$ cat src/radio_seq_cfg.svh
`ifndef RADIO_SEQ_CFG_SVH
`define RADIO_SEQ_CFG_SVH

// ********************
// Register offsets
// ********************
`define OFS_CTRL 12'h000
`define OFS_CFG 12'h004
`define OFS_STATUS 12'h008
`define OFS_EVENT 12'h00C
`define OFS_OBSERVE 12'h010
// Control fields
`define CTRL_ENABLE_BIT 0
`define CFG_ROLE_BIT 0
`define CFG_RATE_BIT 1
`define CFG_NOACK_BIT 2
`define CFG_ACKPAY_BIT 3
`define CFG_ADDRW_LSB 4
`define CFG_CRC2_BIT 6
`define CFG_PLEN_LSB 8
`define CFG_LIMIT_LSB 16
`define CFG_ARD_LSB 20
// Reset values
`define CFG_RESET 32'h0033_0050
// ********************
// Timing (ns and cycles at 5 ns)
// ********************
`define CLK_NS 5
`define SETTLE_NS 130000
`define SETTLE_CYC ((`SETTLE_NS + `CLK_NS - 1) / `CLK_NS)
`define LISTEN_NS 250000
`define LISTEN_CYC (`LISTEN_NS / `CLK_NS)
`define ARD_STEP_NS 250000
`define ARD_STEP_CYC (`ARD_STEP_NS / `CLK_NS)
`define IRQ1M_NS 8200
`define IRQ1M_CYC ((`IRQ1M_NS + `CLK_NS - 1) / `CLK_NS)
`define IRQ2M_NS 6000
`define IRQ2M_CYC ((`IRQ2M_NS + `CLK_NS - 1) / `CLK_NS)
`define BIT1M_NS 1000
`define BIT1M_CYC (`BIT1M_NS / `CLK_NS)
`define BIT2M_NS 500
`define BIT2M_CYC (`BIT2M_NS / `CLK_NS)
`define CTRL_FIELD_BITS 9
`endif

$ cat src/radio_seq_pkg.sv
package radio_seq_pkg;
  typedef enum {st_idle, st_settle, st_send, st_irq_wait, st_listen,
    st_rx_pkt, st_retry_wait, st_rx_search, st_ack_settle, st_ack_send}
    seq_e;
  typedef struct packed {
    logic start;
    logic addr_match;
    logic pkt_done;
    logic crc_ok;
    logic no_ack;
    logic [1:0] pid;
    logic has_payload;
  } air_rx_s;
  typedef struct packed {
    logic tx_on;
    logic rx_on;
    logic ack_pay;
  } air_tx_s;
endpackage

$ cat src/radio_seq.sv
`include "radio_seq_cfg.svh"
module radio_seq
  import radio_seq_pkg::*;
#(
  parameter int unsigned SETTLE_CYCLES = `SETTLE_CYC,
  parameter int unsigned LISTEN_CYCLES = `LISTEN_CYC,
  parameter int unsigned ARD_STEP_CYCLES = `ARD_STEP_CYC
)(
  input wire logic clk,
  input wire logic rst_n,
  input wire logic [31:0] haddr,
  input wire logic [1:0] htrans,
  input wire logic hwrite,
  input wire logic [2:0] hsize,
  input wire logic hsel,
  input wire logic hready,
  input wire logic [31:0] hwdata,
  output logic [31:0] hrdata,
  output logic hreadyout,
  output logic hresp,
  input wire logic tx_queue_valid,
  input wire logic ack_pay_pending,
  input wire air_rx_s air_in,
  output air_tx_s air_out,
  output logic tx_pop,
  output logic radio_interrupt
);

  // ********************
  // State
  // ********************
  typedef struct packed {
    seq_e st;
    logic [23:0] cnt;
    logic [31:0] ctrl;
    logic [31:0] cfg;
    logic [2:0] evt;
    logic [3:0] retransmit_count;
    logic [1:0] last_pid;
    logic pid_seen;
    logic ackpay_out;
    logic wr_pend;
    logic [11:0] wr_addr;
    logic [31:0] rdata;
    air_tx_s air;
    logic pop;
    logic irq;
    logic halt;
  } state_s;

  state_s s_r;
  state_s s_nxt;

  // Bits on air: preamble, address, payload, checksum bytes plus control
  function automatic logic [23:0] air_cycles(logic [31:0] c, logic [5:0] n);
    logic [10:0] bits;
    bits = 11'((1 + 3 + int'(c[`CFG_ADDRW_LSB +: 2]) + int'(n)
      + 1 + int'(c[`CFG_CRC2_BIT])) * 8 + `CTRL_FIELD_BITS);
    if (c[`CFG_RATE_BIT])
      air_cycles = 24'(int'(bits) * `BIT2M_CYC);
    else
      air_cycles = 24'(int'(bits) * `BIT1M_CYC);
  endfunction

  logic role_tx;
  logic enable;
  logic [3:0] limit;
  logic [23:0] ard_cyc;
  assign role_tx = s_r.cfg[`CFG_ROLE_BIT];
  assign enable = s_r.ctrl[`CTRL_ENABLE_BIT];
  assign limit = s_r.cfg[`CFG_LIMIT_LSB +: 4];
  assign ard_cyc = 24'((int'(s_r.cfg[`CFG_ARD_LSB +: 4]) + 1)
    * int'(ARD_STEP_CYCLES));

  // ********************
  // Sequencer and bus slave
  // ********************
  always_comb
  begin
    s_nxt = s_r;
    s_nxt.pop = 1'b0;
    s_nxt.irq = 1'b0;
    s_nxt.cnt = (s_r.cnt != 24'h000000) ? s_r.cnt - 24'h000001 : s_r.cnt;
    // Bus write data phase
    if (s_r.wr_pend)
    begin
      s_nxt.wr_pend = 1'b0;
      unique case (s_r.wr_addr)
        `OFS_CTRL: s_nxt.ctrl = {31'h0, hwdata[0]};
        `OFS_CFG: s_nxt.cfg = hwdata;
        `OFS_EVENT: s_nxt.evt = s_r.evt & ~hwdata[2:0];
        default: ;
      endcase
    end
    // Address phase; reads answer in the data phase
    if (hsel && hready && htrans[1])
    begin
      s_nxt.wr_pend = hwrite;
      s_nxt.wr_addr = haddr[11:0];
      unique case (haddr[11:0])
        `OFS_CTRL: s_nxt.rdata = s_r.ctrl;
        `OFS_CFG: s_nxt.rdata = s_r.cfg;
        `OFS_STATUS: s_nxt.rdata = {24'h0, 4'(s_r.st), s_r.retransmit_count};
        `OFS_EVENT: s_nxt.rdata = {29'h0, s_r.evt};
        `OFS_OBSERVE: s_nxt.rdata = {28'h0, s_r.retransmit_count};
        default: s_nxt.rdata = 32'h0000_0000;
      endcase
    end
    // Sequencer; disabling drops to the static idle state
    if (!enable)
    begin
      s_nxt.st = st_idle;
      s_nxt.air = '0;
      s_nxt.halt = 1'b0; // Dropping enable rearms after max retries
    end
    else
    begin
      unique case (s_r.st)
        st_idle:
        begin
          // Hold off while the last packet is still being popped
          if (!s_r.halt
            && (role_tx ? (tx_queue_valid && !s_r.pop) : 1'b1))
          begin
            s_nxt.st = role_tx ? st_settle : st_rx_search;
            s_nxt.cnt = 24'(SETTLE_CYCLES);
            s_nxt.retransmit_count = 4'h0;
            s_nxt.air.rx_on = !role_tx;
          end
        end
        st_settle:
          if (s_r.cnt == 24'h000000)
          begin
            s_nxt.st = st_send;
            s_nxt.air.tx_on = 1'b1;
            s_nxt.cnt = air_cycles(s_r.cfg, s_r.cfg[`CFG_PLEN_LSB +: 6]);
          end
        st_send:
          if (s_r.cnt == 24'h000000)
          begin
            s_nxt.air.tx_on = 1'b0;
            if (s_r.cfg[`CFG_NOACK_BIT])
            begin
              s_nxt.st = st_irq_wait;
              s_nxt.cnt = s_r.cfg[`CFG_RATE_BIT] ? 24'(`IRQ2M_CYC)
                : 24'(`IRQ1M_CYC);
            end
            else
            begin
              s_nxt.st = st_listen;
              s_nxt.air.rx_on = 1'b1;
              s_nxt.cnt = 24'(LISTEN_CYCLES);
            end
          end
        st_irq_wait:
          if (s_r.cnt == 24'h000000)
          begin
            s_nxt.evt[1] = 1'b1;
            s_nxt.irq = 1'b1;
            s_nxt.pop = 1'b1;
            s_nxt.st = st_idle;
          end
        st_listen:
          if (air_in.addr_match)
            s_nxt.st = st_rx_pkt;
          else if (s_r.cnt == 24'h000000)
          begin
            s_nxt.air.rx_on = 1'b0;
            s_nxt.st = st_retry_wait;
            s_nxt.cnt = ard_cyc;
          end
        st_rx_pkt:
          if (air_in.pkt_done)
          begin
            s_nxt.air.rx_on = 1'b0;
            if (air_in.crc_ok)
            begin
              s_nxt.evt[1] = 1'b1;
              s_nxt.evt[0] = s_r.evt[0] | air_in.has_payload;
              s_nxt.irq = 1'b1;
              s_nxt.pop = 1'b1;
              s_nxt.st = st_idle;
            end
            else
            begin
              s_nxt.st = st_retry_wait;
              s_nxt.cnt = ard_cyc;
            end
          end
        st_retry_wait:
          if (s_r.cnt == 24'h000000)
          begin
            if (s_r.retransmit_count >= limit)
            begin
              s_nxt.evt[2] = 1'b1; // queue kept, no pop
              s_nxt.halt = 1'b1; // no restart until enable toggles
              s_nxt.irq = 1'b1;
              s_nxt.st = st_idle;
            end
            else
            begin
              s_nxt.retransmit_count = s_r.retransmit_count + 4'h1;
              s_nxt.st = st_settle;
              s_nxt.cnt = 24'(SETTLE_CYCLES);
            end
          end
        st_rx_search:
          if (air_in.pkt_done && air_in.crc_ok)
          begin
            // Copies of an already seen packet are dropped but acked
            if (!(s_r.pid_seen && air_in.pid == s_r.last_pid))
            begin
              s_nxt.evt[0] = 1'b1;
              s_nxt.irq = 1'b1;
              s_nxt.last_pid = air_in.pid;
              s_nxt.pid_seen = 1'b1;
              if (s_r.ackpay_out)
              begin
                s_nxt.evt[1] = 1'b1;
                s_nxt.ackpay_out = 1'b0;
                s_nxt.pop = 1'b1;
              end
            end
            if (!air_in.no_ack)
            begin
              s_nxt.air.rx_on = 1'b0;
              s_nxt.st = st_ack_settle;
              s_nxt.cnt = 24'(SETTLE_CYCLES);
            end
          end
        st_ack_settle:
          if (s_r.cnt == 24'h000000)
          begin
            s_nxt.st = st_ack_send;
            s_nxt.air.tx_on = 1'b1;
            s_nxt.air.ack_pay = s_r.cfg[`CFG_ACKPAY_BIT]
              && ack_pay_pending;
            s_nxt.cnt = air_cycles(s_r.cfg, 6'h00);
          end
        st_ack_send:
          if (s_r.cnt == 24'h000000)
          begin
            if (s_r.air.ack_pay && !s_r.ackpay_out)
              s_nxt.ackpay_out = 1'b1;
            s_nxt.air = '0;
            s_nxt.air.rx_on = 1'b1;
            s_nxt.st = st_rx_search;
          end
        default: s_nxt.st = st_idle;
      endcase
    end
  end

  always_ff @(posedge clk or negedge rst_n)
  begin
    if (!rst_n)
    begin
      s_r <= '0;
      s_r.st <= st_idle;
      s_r.cfg <= `CFG_RESET;
    end
    else
      s_r <= s_nxt;
  end

  // ********************
  // Outputs
  // ********************
  assign hrdata = s_r.rdata;
  assign hreadyout = 1'b1; // Zero wait states
  assign hresp = 1'b0;
  assign air_out = s_r.air;
  assign tx_pop = s_r.pop;
  assign radio_interrupt = s_r.irq;

  // ********************
  // Checks
  // ********************
  // Queue pop only ever comes with the end interrupt
  chk_irq_on_end: assert property (
    @(posedge clk) disable iff (!rst_n)
    s_r.pop |-> s_r.irq)
    else $error("pop without interrupt");
  // Listen window never reloaded past its bound
  chk_listen_bound: assert property (
    @(posedge clk) disable iff (!rst_n)
    s_r.st == st_listen |-> s_r.cnt <= 24'(LISTEN_CYCLES))
    else $error("listen window too long");
  // Radio keys up only once the settle count ran out
  chk_send_after_settle: assert property (
    @(posedge clk) disable iff (!rst_n)
    $rose(s_r.air.tx_on) |-> $past(s_r.cnt) == 24'h000000)
    else $error("send started early");
  // Acked send turns straight round into receive
  chk_turn_to_rx: assert property (
    @(posedge clk) disable iff (!rst_n)
    (s_r.st == st_send && s_nxt.st == st_listen) |=> s_r.air.rx_on)
    else $error("no turnaround to receive");
  // Retry limit keeps the packet queued
  chk_maxrt_keep: assert property (
    @(posedge clk) disable iff (!rst_n)
    ($rose(s_r.evt[2]) && enable) |-> !s_r.pop)
    else $error("payload dropped at retry limit");
  // Once an address matched, stay until the packet ends
  chk_rx_hold: assert property (
    @(posedge clk) disable iff (!rst_n)
    (s_r.st == st_rx_pkt && !air_in.pkt_done && enable)
    |=> s_r.st == st_rx_pkt)
    else $error("left receive mid packet");
  // Good packet on the receiver schedules the ack
  chk_ack_after_rx: assert property (
    @(posedge clk) disable iff (!rst_n)
    (s_r.st == st_rx_search && s_nxt.st == st_ack_settle)
    |=> !s_r.air.tx_on ##1 s_r.st == st_ack_settle)
    else $error("ack not scheduled");
  // Retry counter never runs past the limit
  chk_retry_count: assert property (
    @(posedge clk) disable iff (!rst_n)
    s_r.retransmit_count <= limit || s_r.st == st_idle)
    else $error("retry count past limit");
  // Each interrupt, from a send or a receive, lasts one cycle
  chk_irq_pulse: assert property (
    @(posedge clk) disable iff (!rst_n)
    s_r.irq |=> !s_r.irq)
    else $error("interrupt longer than one cycle");
  // Good ack: data-sent, interrupt and pop together
  chk_ack_done: assert property (
    @(posedge clk) disable iff (!rst_n)
    (s_r.st == st_rx_pkt && air_in.pkt_done && air_in.crc_ok && enable)
    |=> s_r.irq && s_r.pop && s_r.evt[1])
    else $error("ack did not complete the send");
  // New packet on the receiver flags data-ready at once
  chk_rx_ready: assert property (
    @(posedge clk) disable iff (!rst_n)
    (s_r.st == st_rx_search && air_in.pkt_done && air_in.crc_ok && enable
    && !(s_r.pid_seen && air_in.pid == s_r.last_pid))
    |=> s_r.irq && s_r.evt[0])
    else $error("new packet not flagged");
  // No-ack send neither listens nor keys up while waiting
  chk_noack_quiet: assert property (
    @(posedge clk) disable iff (!rst_n)
    s_r.st == st_irq_wait |-> !s_r.air.rx_on && !s_r.air.tx_on)
    else $error("radio active before no-ack interrupt");
  // After the retry limit nothing restarts until enable toggles
  chk_maxrt_halt: assert property (
    @(posedge clk) disable iff (!rst_n)
    (s_r.halt && enable) |-> s_r.st == st_idle && !s_r.air.tx_on)
    else $error("restarted after retry limit");
  // Ack payload only when enabled and one was pending
  chk_ackpay_gate: assert property (
    @(posedge clk) disable iff (!rst_n)
    $rose(s_r.air.ack_pay)
    |-> $past(ack_pay_pending) && $past(s_r.cfg[`CFG_ACKPAY_BIT]))
    else $error("ack payload without pending data");

endmodule

$ cat config.mk
export PLATFORM = sky130hd
export DESIGN_NAME = radio_seq
export DESIGN_NICKNAME = d
export VERILOG_FILES = /design/src/radio_seq_pkg.sv /design/src/radio_seq.sv
export VERILOG_INCLUDE_DIRS = /design/src
export SDC_FILE = /design/constraint.sdc
export NUM_CORES = 1
export LEC_CHECK = 0
export BUFFER_PORTS_ARGS = -buffer_cell sky130_fd_sc_hd__buf_2
export CAP_MARGIN = 15
export CORE_ASPECT_RATIO = 0.5
export CORE_UTILIZATION = 42
export DETAILED_ROUTE_END_ITERATION = 6
export HOLD_SLACK_MARGIN = 0.15
export MAX_ROUTING_LAYER = met4
export PLACE_DENSITY = 0.68
export SYNTH_ARGS = -nofsm -noshare
export SYNTH_HDL_FRONTEND = slang
export SYNTH_SLANG_ARGS = --single-unit
$ cat constraint.sdc
create_clock -name clk -period 6.1 [get_ports clk]
set_clock_uncertainty 0.15 [all_clocks]
set_input_delay 0.61 -clock clk [delete_from_list [all_inputs] [get_ports clk]]
set_output_delay 0.61 -clock clk [all_outputs]
set_load 0.05 [all_outputs]
Word-level counts from Yosys, hierarchy flattened:

Cells that the tools add are included.

* output and inout bits: 39
* register bits: 151
* input bits: 84
* word-level logic and storage cells: 195

* mux-type cells: 82
* add/subtract/negate cells: 11
* multiply operators: 5
* reductions and logical operators: 30
* order comparisons: 1
* bitwise gates (word level): 4
* equality and inequality tests: 44

Operators by type and width (number)
* two-way mux 56 bit: 9
* one-hot mux 32 bit (10 select lines): 1
* one-hot mux 24 bit (8 select lines): 1
* one-hot mux 32 bit (5 select lines): 1
* equality test 32 x 3 -> 1 bit (second input constant): 4
* two-way mux 32 bit: 4
* two-way mux 24 bit: 5
* equality test 32 x 2 -> 1 bit (second input constant): 2
* equality test 32 x 4 -> 1 bit (second input constant): 2
* two-way mux 45 bit: 1
* inequality test 3 bit (second input constant): 13
* equality test 12 x 4 -> 1 bit (second input constant): 3
* equality test 32 x 1 -> 1 bit (second input constant): 1
* logical NOT 32 bit: 1
* multiplier 11 x 5 -> 16 bit (second input constant): 2
* multiplier 10 x 5 -> 15 bit (second input constant): 2
* two-way mux 27 bit: 1
* two-way mux 2 bit: 13
* equality test 12 x 3 -> 1 bit (second input constant): 2
* logical NOT 12 bit: 2
* logical NOT 24 bit: 1
* nonzero test 24 bit: 1
* subtractor 24 x 1 -> 24 bit (second input constant): 1
* two-way mux 1 bit: 21
* 46 further kinds: 83

Depth between registers and ports, before layout:

Gate-level depths: netlist of the first run.

* depth after elaboration: 10
* depth in mapped cells: 26
* mapped depth without buffers: 25

Worst setup path before layout of the first run:

Ideal clock, no wire load.

* path type: reg-to-reg
* start: register s_r[66] in the netlist's numbering
* end: register s_r[144] in the netlist's numbering
* buffers on the path: 1
* data arrival time: 5.389 ns
* stages on the path, launching flop included: 26
* required time: 5.826 ns
* path slack: 0.437 ns
* cell sequence: dfstp_2 -> inv_1 -> ha_1 -> inv_1 -> ha_1 -> inv_1 -> fa_1 -> inv_1 -> ha_1 -> and3_1 -> xnor2_1 -> inv_1 -> ha_1 -> ha_1 -> inv_1 -> fa_1 -> inv_1 -> ha_1 -> clkbuf_1 -> a21o_1 -> a21oi_1 -> o211ai_1 -> a31oi_1 -> xor2_1 -> nor3_1 -> a211o_1

RTL lines
* start, declared: RTL line radio_seq.sv:51 `state_s s_r;`
* start signal, assigned: RTL line radio_seq.sv:263 `s_r <= s_nxt;`

==> results of run 1 <==
[what timing repair did]
| action | 4_1_cts | 5_1_grt |
|---|---|---|
| hold endpoints to repair | 0 | 0 |
| setup endpoints to repair | 0 | 4 |
| resized for setup | 0 | 3 |
[metrics by stage]
step	worst slack [ns]	hold WS, ns	std cells
finish	0.389	0.177	1491
detailed placement	0.272	0.315	1461
CTS	0.274	0.203	1491
global placement	0.365	0.307	1461
floorplan	0.437	0.164	1139
global route	0.0250	0.252	1491
[cells by family after synthesis]
group                    synth area share
adder cells (fa/ha/maj)             0.123
AND/OR/NAND/NOR                     0.172
XOR/XNOR                           0.0497
buffers and inverters              0.0713
flip-flops                          0.313
other                            0.000762
multiplexers                       0.0717
AO/OA/AOI/OAI                       0.198
[final cells by class]
cell class / instances / area [µm²] / share of cell area
Tap cell: 307 / 384 / 0.0351
Multi-Input combinational cell: 868 / 6110 / 0.559
Clock inverter: 9 / 118 / 0.0108
Timing Repair Buffer: 107 / 568 / 0.0520
Clock buffer: 21 / 460 / 0.0421
Inverter: 56 / 210 / 0.0192
Sequential cell: 123 / 3090 / 0.282
[registers in the layout (all words and copies together) (netlist names)]
| signal | cells |
|---|---|
| s_r | 80 |
| hrdata | 32 |
| limit | 4 |
| air_out | 3 |
| enable | 1 |
| radio_interrupt | 1 |
| role_tx | 1 |
| tx_pop | 1 |
[routing by layer]
layer | part of all wire | global-route usage | wire (µm) | up-vias
met5 | 0 | - | 0 | -
met4 | 0.014 | 0.0595 | 401 | 0
met3 | 0.089 | 0.0502 | 2510 | 34
met2 | 0.44 | 0.365 | 12300 | 401
met1 | 0.46 | 0.336 | 12900 | 4160
li1 | - | - | - | 4140
[worst paths after layout]
check,startpoint,endpoint,cells past startpoint
worst max register to register,s_r[66],s_r[139],21
min in group clk,hwrite,s_r[50],3
worst max-delay path,s_r[66],s_r[139],21
max in group asynchronous,rst_n,s_r[143],2
worst min-delay path,rst_n,hrdata[23],1
worst min register to register,hrdata[26],hrdata[26],2
[power breakdown]
group | total [mW] | internal [mW] | leakage, nW | switching [mW]
clock | 0.991 | 0.620 | 0.271 | 0.371
combinational | 1.63 | 0.672 | 3.14 | 0.955
sequential | 1.01 | 0.911 | 1.56 | 0.0981
total | 3.63 | 2.20 | 4.97 | 1.42
[worst max-delay path: cells and delay by family (launching register included)]
family	cells	cell delay, ns
AND/OR/NAND/NOR	3	0.43
adder cells (fa/ha/maj)	7	2.12
AO/OA/AOI/OAI	5	1.21
XOR/XNOR	3	0.90
flip-flops	1	0.55
buffers and inverters	3	0.26
[placed cells by master (no fill, tap or decap), drive strengths merged, types with 46 or more instances in the layout]
| cell type | count |
|---|---|
| buf | 107 |
| a21oi | 46 |
| o21ai | 83 |
| inv | 56 |
| nand2 | 123 |
| dfrtp | 117 |
| nor2 | 78 |
| mux2 | 53 |
| ha | 86 |
==> impl_metrics.env, run 1 <==
export IMPL_vdd_ir_drop_max_uv=219
export IMPL_post_cts_buffers=0
export IMPL_cts_made_buffers=17
export IMPL_area_growth_pct=10.9
export IMPL_grt_pass1_vias=8207
export IMPL_initial_core_util=0.430
export IMPL_wirelength_mm=28.1
export IMPL_fin_area_um2=10900
export IMPL_synth_most_common_cell="nand2_1"
export IMPL_first_pass_iters=5
export IMPL_cp_cell_sequence="inv_1, ha_1, inv_1, ha_1, inv_1, fa_2, xnor2_1, nand3_1, xnor2_1, ha_1, ha_1, ha_1, xnor2_1, ha_1, nor2_1, nor2_1, a21o_1, o221ai_1, a311oi_1, o21ai_0, o211ai_1"
export IMPL_htreeDepth=4
export IMPL_drtIter0Drc=831
export IMPL_power_density_nw_per_um2=332
export IMPL_fp_dieW_um=219
export IMPL_clock_sinks=123
export IMPL_cts_hold_buf=0
export IMPL_num_rows=39
export IMPL_cts_tree="built"
export IMPL_async_reset_ff_frac=1.00
export IMPL_yosys_top_cells_area="dfrtp_1, ha_1, mux2_2, nand2_1, o21ai_0"
export IMPL_crit_arrival_ns=5.88
export IMPL_cp_max_fo=6
export IMPL_hold_viol_final=0
export IMPL_grtUsageTotal=0.244
export IMPL_drive_above_1_share=0.183
export IMPL_placed_cell_area_um2=10300
export IMPL_avgRoutedWirePerCell_um=18.8
export IMPL_antenna_found_initial=0
export IMPL_drv_cap=0
export IMPL_slew_headroom=0.310
export IMPL_hold_path_class="in -> async"
export IMPL_ctsLongestPathBuffers=2
export IMPL_cts_clk_slew_worst_paths_ns=0.06
export IMPL_clock_latency_ns=0.42
export IMPL_synth_ff_type="dfrtp_1"
export IMPL_report_final_slew_viol_count=0
export IMPL_gr_total_overflow=0
export IMPL_ios=123
export IMPL_final_util=0.477
export IMPL_tightest_slew_ns=1.02
export IMPL_nFillCells=2173
export IMPL_syn_inst=1136
export IMPL_start_kind="flop"
export IMPL_endpoint_kind="flop"
export IMPL_seq_area_frac_synth=0.313
export IMPL_critPathRequiredTime_ns=6.27
export IMPL_drtAntennaViolNets=0
export IMPL_leakagePower_nw=4.97
export IMPL_setup_viol=0
export IMPL_rsz0062_at_grt="no"
export IMPL_via_per_inst=5.86
export IMPL_port_buffers=95
export IMPL_setup_tns_ns=0
export IMPL_cpPeakStageDelay_ns=0.55
export IMPL_status="finished, final reports clean"
export IMPL_min_period_ns=5.71
export IMPL_place_gp_congestion=0.990
export IMPL_die_area_um2=24100
export IMPL_grt_max_degree=73
export IMPL_synthesis_area_um2=9860
export IMPL_yosysTopAreaCell="dfrtp_1"
export IMPL_reg2reg_slack_ns=0.39
export IMPL_cp_common_cell="ha_1"
export IMPL_finalPower_mw=3.63
export IMPL_num_vias=8735
export IMPL_crit_type="reg -> reg"
export IMPL_design_core_area_um2=22900
export IMPL_fmax_ghz=0.175
export IMPL_ys_seq_elements=123
export IMPL_synth_edf_count=0
export IMPL_cts_root_buf="clkbuf_16"
export IMPL_grt_pass1_wl_mm=44.4
export IMPL_synth_avg_cell_area_um2=8.68
export IMPL_cp_slowest_cell="dfstp_2"
export IMPL_synthDistinctLibCells=77
export IMPL_yosys_top_cells_count="nand2_1, dfrtp_1, ha_1"
export IMPL_antennaDiodeCount=0
export IMPL_synth_top_area_share=0.297
export IMPL_ys_warn_count=0
export IMPL_dp_hpwl_mm=21.0
export IMPL_final_nets=1349
export IMPL_chipHeight_um=110
export IMPL_drc_errors=0
export IMPL_period_share=0.936
Power figures use the tool's default switching activity.
==> run 2: changes to the inputs <==
- CTS_BUF_LIST: unset -> sky130_fd_sc_hd__clkbuf_4
==> run 2 against run 1 <==
Net effect: global-route usage up 0.14 points; wire length up 0.43%; clock power down 42%; die area unchanged; core utilization up 0.61 points; register-to-register slack about the same; clock-buffer cell count down 2; power down 11%; maximum frequency about the same; first-iteration DRC count down 6.4%; largest cell class unchanged; largest power group unchanged; highest routed layer unchanged.
==> impl_metrics.env, run 2 (synthesis results as in run 1) <==
export IMPL_final_nets=1394
export IMPL_tightest_slew_ns=0.919
export IMPL_htreeDepth=4
export IMPL_clock_latency_ns=0.57
export IMPL_layout_commonest_cell="nand2_1"
export IMPL_drtAntennaViolNets=0
export IMPL_r2r_end="s_r[144]"
export IMPL_dp_hpwl_mm=21.0
export IMPL_critPathRequiredTime_ns=6.40
export IMPL_switching_power_mw=1.37
export IMPL_antennaDiodeCount=0
export IMPL_wirelength_mm=28.2
export IMPL_fmax_ghz=0.175
export IMPL_ios=123
export IMPL_area_growth_pct=12.3
export IMPL_num_rows=39
export IMPL_endpoint_kind="flop"
export IMPL_cpPeakStageDelay_ns=0.59
export IMPL_period_share=0.936
export IMPL_power_density_nw_per_um2=291
export IMPL_fp_dieW_um=219
export IMPL_min_path_cells=4
export IMPL_chipHeight_um=110
export IMPL_reg2reg_from="s_r[66]"
export IMPL_setup_viol=0
export IMPL_status="finished, final reports clean"
export IMPL_clkPwrFrac=0.177
export IMPL_vdd_ir_drop_max_uv=193
export IMPL_largest_reg_flops=80
export IMPL_cts_clk_slew_worst_paths_ns=0.12
export IMPL_via_per_inst=5.77
export IMPL_grtUsageTotal=0.245
export IMPL_hold_path_class="in -> reg"
export IMPL_p_int_mw=1.85
export IMPL_place_gp_congestion=0.990
export IMPL_cp_common_cell="inv_1"
export IMPL_slew_headroom=0.387
export IMPL_gr_total_overflow=0
export IMPL_initial_core_util=0.430
export IMPL_cts_made_buffers=17
export IMPL_rsz0062_at_grt="no"
export IMPL_drive_above_1_share=0.177
export IMPL_final_cell_mix="nand2_1, dfrtp_1, buf_2"
export IMPL_p_comb_frac=0.510
export IMPL_grt_max_degree=73
export IMPL_report_final_slew_viol_count=0
export IMPL_leakagePower_nw=5.02
export IMPL_hold_viol_final=0
export IMPL_drtIter0Drc=778
export IMPL_port_buffers=95
export IMPL_num_vias=8862
export IMPL_min_period_ns=5.71
export IMPL_final_util=0.483
export IMPL_start_kind="flop"
export IMPL_worstHoldEndpoint="air_out[0]"
export IMPL_drc_errors=0
export IMPL_cp_cell_sequence="inv_1, ha_1, inv_1, ha_1, inv_1, fa_2, inv_1, ha_1, and3_1, xnor2_1, inv_1, ha_1, ha_1, inv_1, fa_1, inv_1, ha_2, a21o_1, a21oi_1, o211ai_1, a31oi_2, xor2_1, nor3_1, a211o_1"
export IMPL_avgRoutedWirePerCell_um=18.4
export IMPL_sw_frac_of_total=0.427
export IMPL_first_pass_iters=7
export IMPL_finalPower_mw=3.22
export IMPL_hp_start="ack_pay_pending"
export IMPL_crit_type="reg -> reg"
export IMPL_seqPwrFrac=0.312
export IMPL_cp_max_fo=9
export IMPL_ff2ff_path_depth=24
export IMPL_crit_arrival_ns=6.01
export IMPL_drv_cap=0
export IMPL_reg2reg_slack_ns=0.39
export IMPL_grt_pass1_wl_mm=44.8
export IMPL_antenna_found_initial=0
export IMPL_ctsLongestPathBuffers=2
export IMPL_design_core_area_um2=22900
export IMPL_cp_slowest_cell="fa_2"
export IMPL_cts_root_buf="clkbuf_4"
export IMPL_regMostFlops="s_r"
export IMPL_setup_tns_ns=0
export IMPL_cts_tree="built"
export IMPL_grt_pass1_vias=8492
export IMPL_clock_sinks=123
export IMPL_die_area_um2=24100
run 2: metal layers:
layer / track usage / vias up / routed length [µm] / part of all wire
met3: 0.0464 / 34 / 2390 / 0.085
met2: 0.373 / 371 / 12400 / 0.44
li1: - / 4227 / - / -
met5: - / - / 0 / 0
met4: 0.0665 / 0 / 416 / 0.015
met1: 0.334 / 4230 / 13000 / 0.46
run 2: worst max-delay path, delay by kind of cell, from the launching register on:
kind	cells	cell delay, ns
AOI/OAI and AO/OA	5	1.07
xor gates and xnor gates	2	0.34
adders and majority gates	8	2.68
buffers and inverters	7	0.52
DFF	1	0.57
and+or+nand+nor	2	0.25
run 2: power groups by stage:
stage	clock network, mW	registers [mW]	logic [mW]
6_report	0.571	1.01	1.64
5_1_grt	0.620	1.02	1.83
4_1_cts	0.579	1.00	1.62
3_5_place_dp	0	1.02	1.59
3_3_place_gp	0	1.01	1.53
2_1_floorplan	0	0.985	1.22
run 2: what timing repair did:
action,CTS,global route
gates resized for setup,0,3
buffers inserted,0,0
hold endpoints to repair,115,0
setup endpoints to repair,0,5
hold buffers,45,0
run 2: worst max path at each step:
stage          cells past startpoint  startpoint        to  slack, ns
6_report                          24     s_r[66]  s_r[144]       0.39
3_3_place_gp                      24     s_r[66]  s_r[144]       0.36
4_1_cts                           24     s_r[66]  s_r[144]       0.26
3_5_place_dp                      24     s_r[66]  s_r[144]       0.27
5_1_grt                           21     s_r[66]  s_r[139]      0.005
2_1_floorplan                     25     s_r[66]  s_r[144]       0.44
run 2: cell type report:
type / count / area [µm²]
Sequential cell: 123 / 3090
Fill cell: 2167 / 11900
Inverter: 56 / 210
Timing Repair Buffer: 152 / 1020
Clock buffer: 19 / 143
Multi-Input combinational cell: 868 / 6110
Clock inverter: 11 / 125
Tap cell: 307 / 384
run 2: metrics by stage:
step,cells,hold slack (ns),worst slack [ns],instance area [µm²]
4_1_cts,1536,0.217,0.261,11100
3_3_place_gp,1461,0.307,0.365,10300
6_report,1536,0.245,0.392,11100
5_1_grt,1536,0.200,0.00549,11100
2_1_floorplan,1139,0.164,0.437,9870
3_5_place_dp,1461,0.315,0.272,10300
==> run 3: changes to the inputs <==
- CORE_ASPECT_RATIO: 0.5 -> 1.5
- REMOVE_ABC_BUFFERS: unset -> 1
==> run 3 against run 2 <==
Net effect: core utilization about the same; first-iteration DRC count down 28%; clock power rose by 17%; wire length fell by 5.4%; worst setup slack gained 0.11 ns; critical path depth stayed put; die area decreased by 0.10%; global-route usage is 0.93 points lower; maximum frequency increased by 2.0%; critical path type unchanged; largest power group unchanged.
==> impl_metrics.env, run 3 (synthesis results as in run 1) <==
export IMPL_htreeDepth=4
export IMPL_placed_cells=1469
export IMPL_cts_clk_slew_worst_paths_ns=0.11
export IMPL_setup_tns_ns=0
export IMPL_cts_root_buf="clkbuf_4"
export IMPL_design_core_area_um2=23100
export IMPL_place_gp_congestion=0.958
export IMPL_placed_cell_area_um2=10400
export IMPL_cts_tree="built"
export IMPL_nFillCells=2199
export IMPL_avgRoutedWirePerCell_um=17.3
export IMPL_post_place_ws_ns=0.350
export IMPL_num_rows=68
export IMPL_slew_headroom=0.220
export IMPL_grt_max_degree=71
export IMPL_drc_errors=0
export IMPL_initial_core_util=0.428
export IMPL_clock_sinks=123
export IMPL_endpoint_kind="flop"
export IMPL_gr_total_overflow=0
export IMPL_layout_commonest_cell="nand2_1"
export IMPL_cp_cell_sequence="inv_1, ha_1, inv_1, ha_1, inv_1, fa_2, inv_1, ha_1, and3_1, xnor2_1, inv_1, ha_1, ha_1, inv_1, fa_1, inv_1, ha_2, a21o_1, a21oi_1, o211ai_1, a31oi_1, xor2_1, nor3_1, a211o_1"
export IMPL_grt_pass1_vias=8700
export IMPL_wirelength_mm=26.7
export IMPL_grtUsageTotal=0.236
export IMPL_drv_cap=0
export IMPL_finalPower_mw=3.27
export IMPL_largest_reg_flops=80
export IMPL_power_density_nw_per_um2=294
export IMPL_path_buf_inv=7
export IMPL_report_final_slew_viol_count=0
export IMPL_dp_hpwl_mm=19.8
export IMPL_cp_max_fo=9
export IMPL_drtIter0Drc=559
export IMPL_critPathRequiredTime_ns=6.41
export IMPL_vdd_ir_drop_max_uv=230
export IMPL_leakagePower_nw=5.06
export IMPL_grt_pass1_wl_mm=43.4
export IMPL_period_share=0.917
export IMPL_cp_slowest_cell="fa_2"
export IMPL_area_growth_pct=12.8
export IMPL_fp_dieW_um=127
export IMPL_hold_viol_final=0
export IMPL_chipHeight_um=190
export IMPL_drive_above_1_share=0.177
export IMPL_antenna_found_initial=1
export IMPL_clock_latency_ns=0.58
export IMPL_ctsLongestPathBuffers=2
export IMPL_drtAntennaViolNets=0
export IMPL_final_cell_mix="nand2_1, dfrtp_1, buf_2"
export IMPL_fin_area_um2=11100
export IMPL_ios=123
export IMPL_fmax_ghz=0.179
export IMPL_num_vias=8782
export IMPL_die_area_um2=24100
export IMPL_cts_made_buffers=17
export IMPL_cpPeakStageDelay_ns=0.58
export IMPL_crit_type="reg -> reg"
export IMPL_cp_common_cell="inv_1"
export IMPL_min_period_ns=5.60
export IMPL_status="finished, final reports clean"
export IMPL_rsz0062_at_grt="no"
export IMPL_setup_viol=0
export IMPL_tightest_slew_ns=1.16
export IMPL_path_delay_family="adder cells"
export IMPL_start_kind="flop"
export IMPL_port_buffers=95
export IMPL_final_cells=1546
export IMPL_fin_ws_ns=0.505
export IMPL_final_nets=1393
export IMPL_crit_arrival_ns=5.91
export IMPL_via_per_inst=5.68
export IMPL_first_pass_iters=5
export IMPL_regMostFlops="s_r"
export IMPL_hold_path_class="in -> reg"
==> run 3: cell count changes in the layout (fill, tap and decap cells not counted) <==
cell / before / now
clkinv_4: 4 / 1
bufinv_16: 2 / 4
clkinv_2: 0 / 2
clkinvlp_4: 3 / 1
inv_6: 0 / 2
a31oi_1: 17 / 18
a31oi_2: 1 / 0
clkbuf_4: 19 / 20
diode_2: 0 / 1
dlygate4sd3_1: 45 / 44
==> run 3: where the power goes <==
part	internal, mW	switching (mW)
sequential	0.908	0.0908
combinational	0.686	0.914
clock	0.338	0.330
==> run 3: metrics by stage <==
step,hold WS (ns),utilization
after detailed placement,0.315,0.449
after global placement,0.302,0.449
after CTS,0.162,0.482
after floorplan,0.164,-
final,0.191,0.482
after global routing,0.179,0.482
==> run 3: layout make-up <==
cell class | instances | area [µm²] | share of cell area
clock inverter | 12 | 171 | 0.0154
multi-input combinational | 868 | 6100 | 0.548
sequential | 123 | 3090 | 0.277
inverter | 56 | 210 | 0.0189
clock buffer | 20 | 150 | 0.0135
antenna | 1 | 2.50 | 0.000225
timing repair buffer | 151 | 1010 | 0.0907
tap | 315 | 394 | 0.0354
==> run 3: layer usage <==
metal,up-vias,share of wire,GRT usage
li1,4225,-,-
met1,4180,0.40,0.257
met2,293,0.51,0.409
met3,84,0.043,0.0315
met4,0,0.054,0.140
met5,-,0,-
==> run 3: path summary, 6_finish.rpt <==
kind	from	endpoint	slack, ns	depth (start not counted)
worst max-delay path	s_r[66]	s_r[144]	0.50	24
worst min-delay path	haddr[7]	s_r[45]	0.19	2
worst max register to register	s_r[66]	s_r[144]	0.50	24
worst min register to register	hrdata[10]	hrdata[10]	0.33	2
max in group asynchronous	rst_n	hrdata[14]	3.99	3
min in group asynchronous	rst_n	hrdata[8]	0.54	2
==> run 3: repair_timing <==
item,in CTS,in global routing
endpoints found under the hold margin,109,0
resized for setup,0,2
buffers inserted,0,0
hold buffers,44,0
setup endpoints to repair,0,1
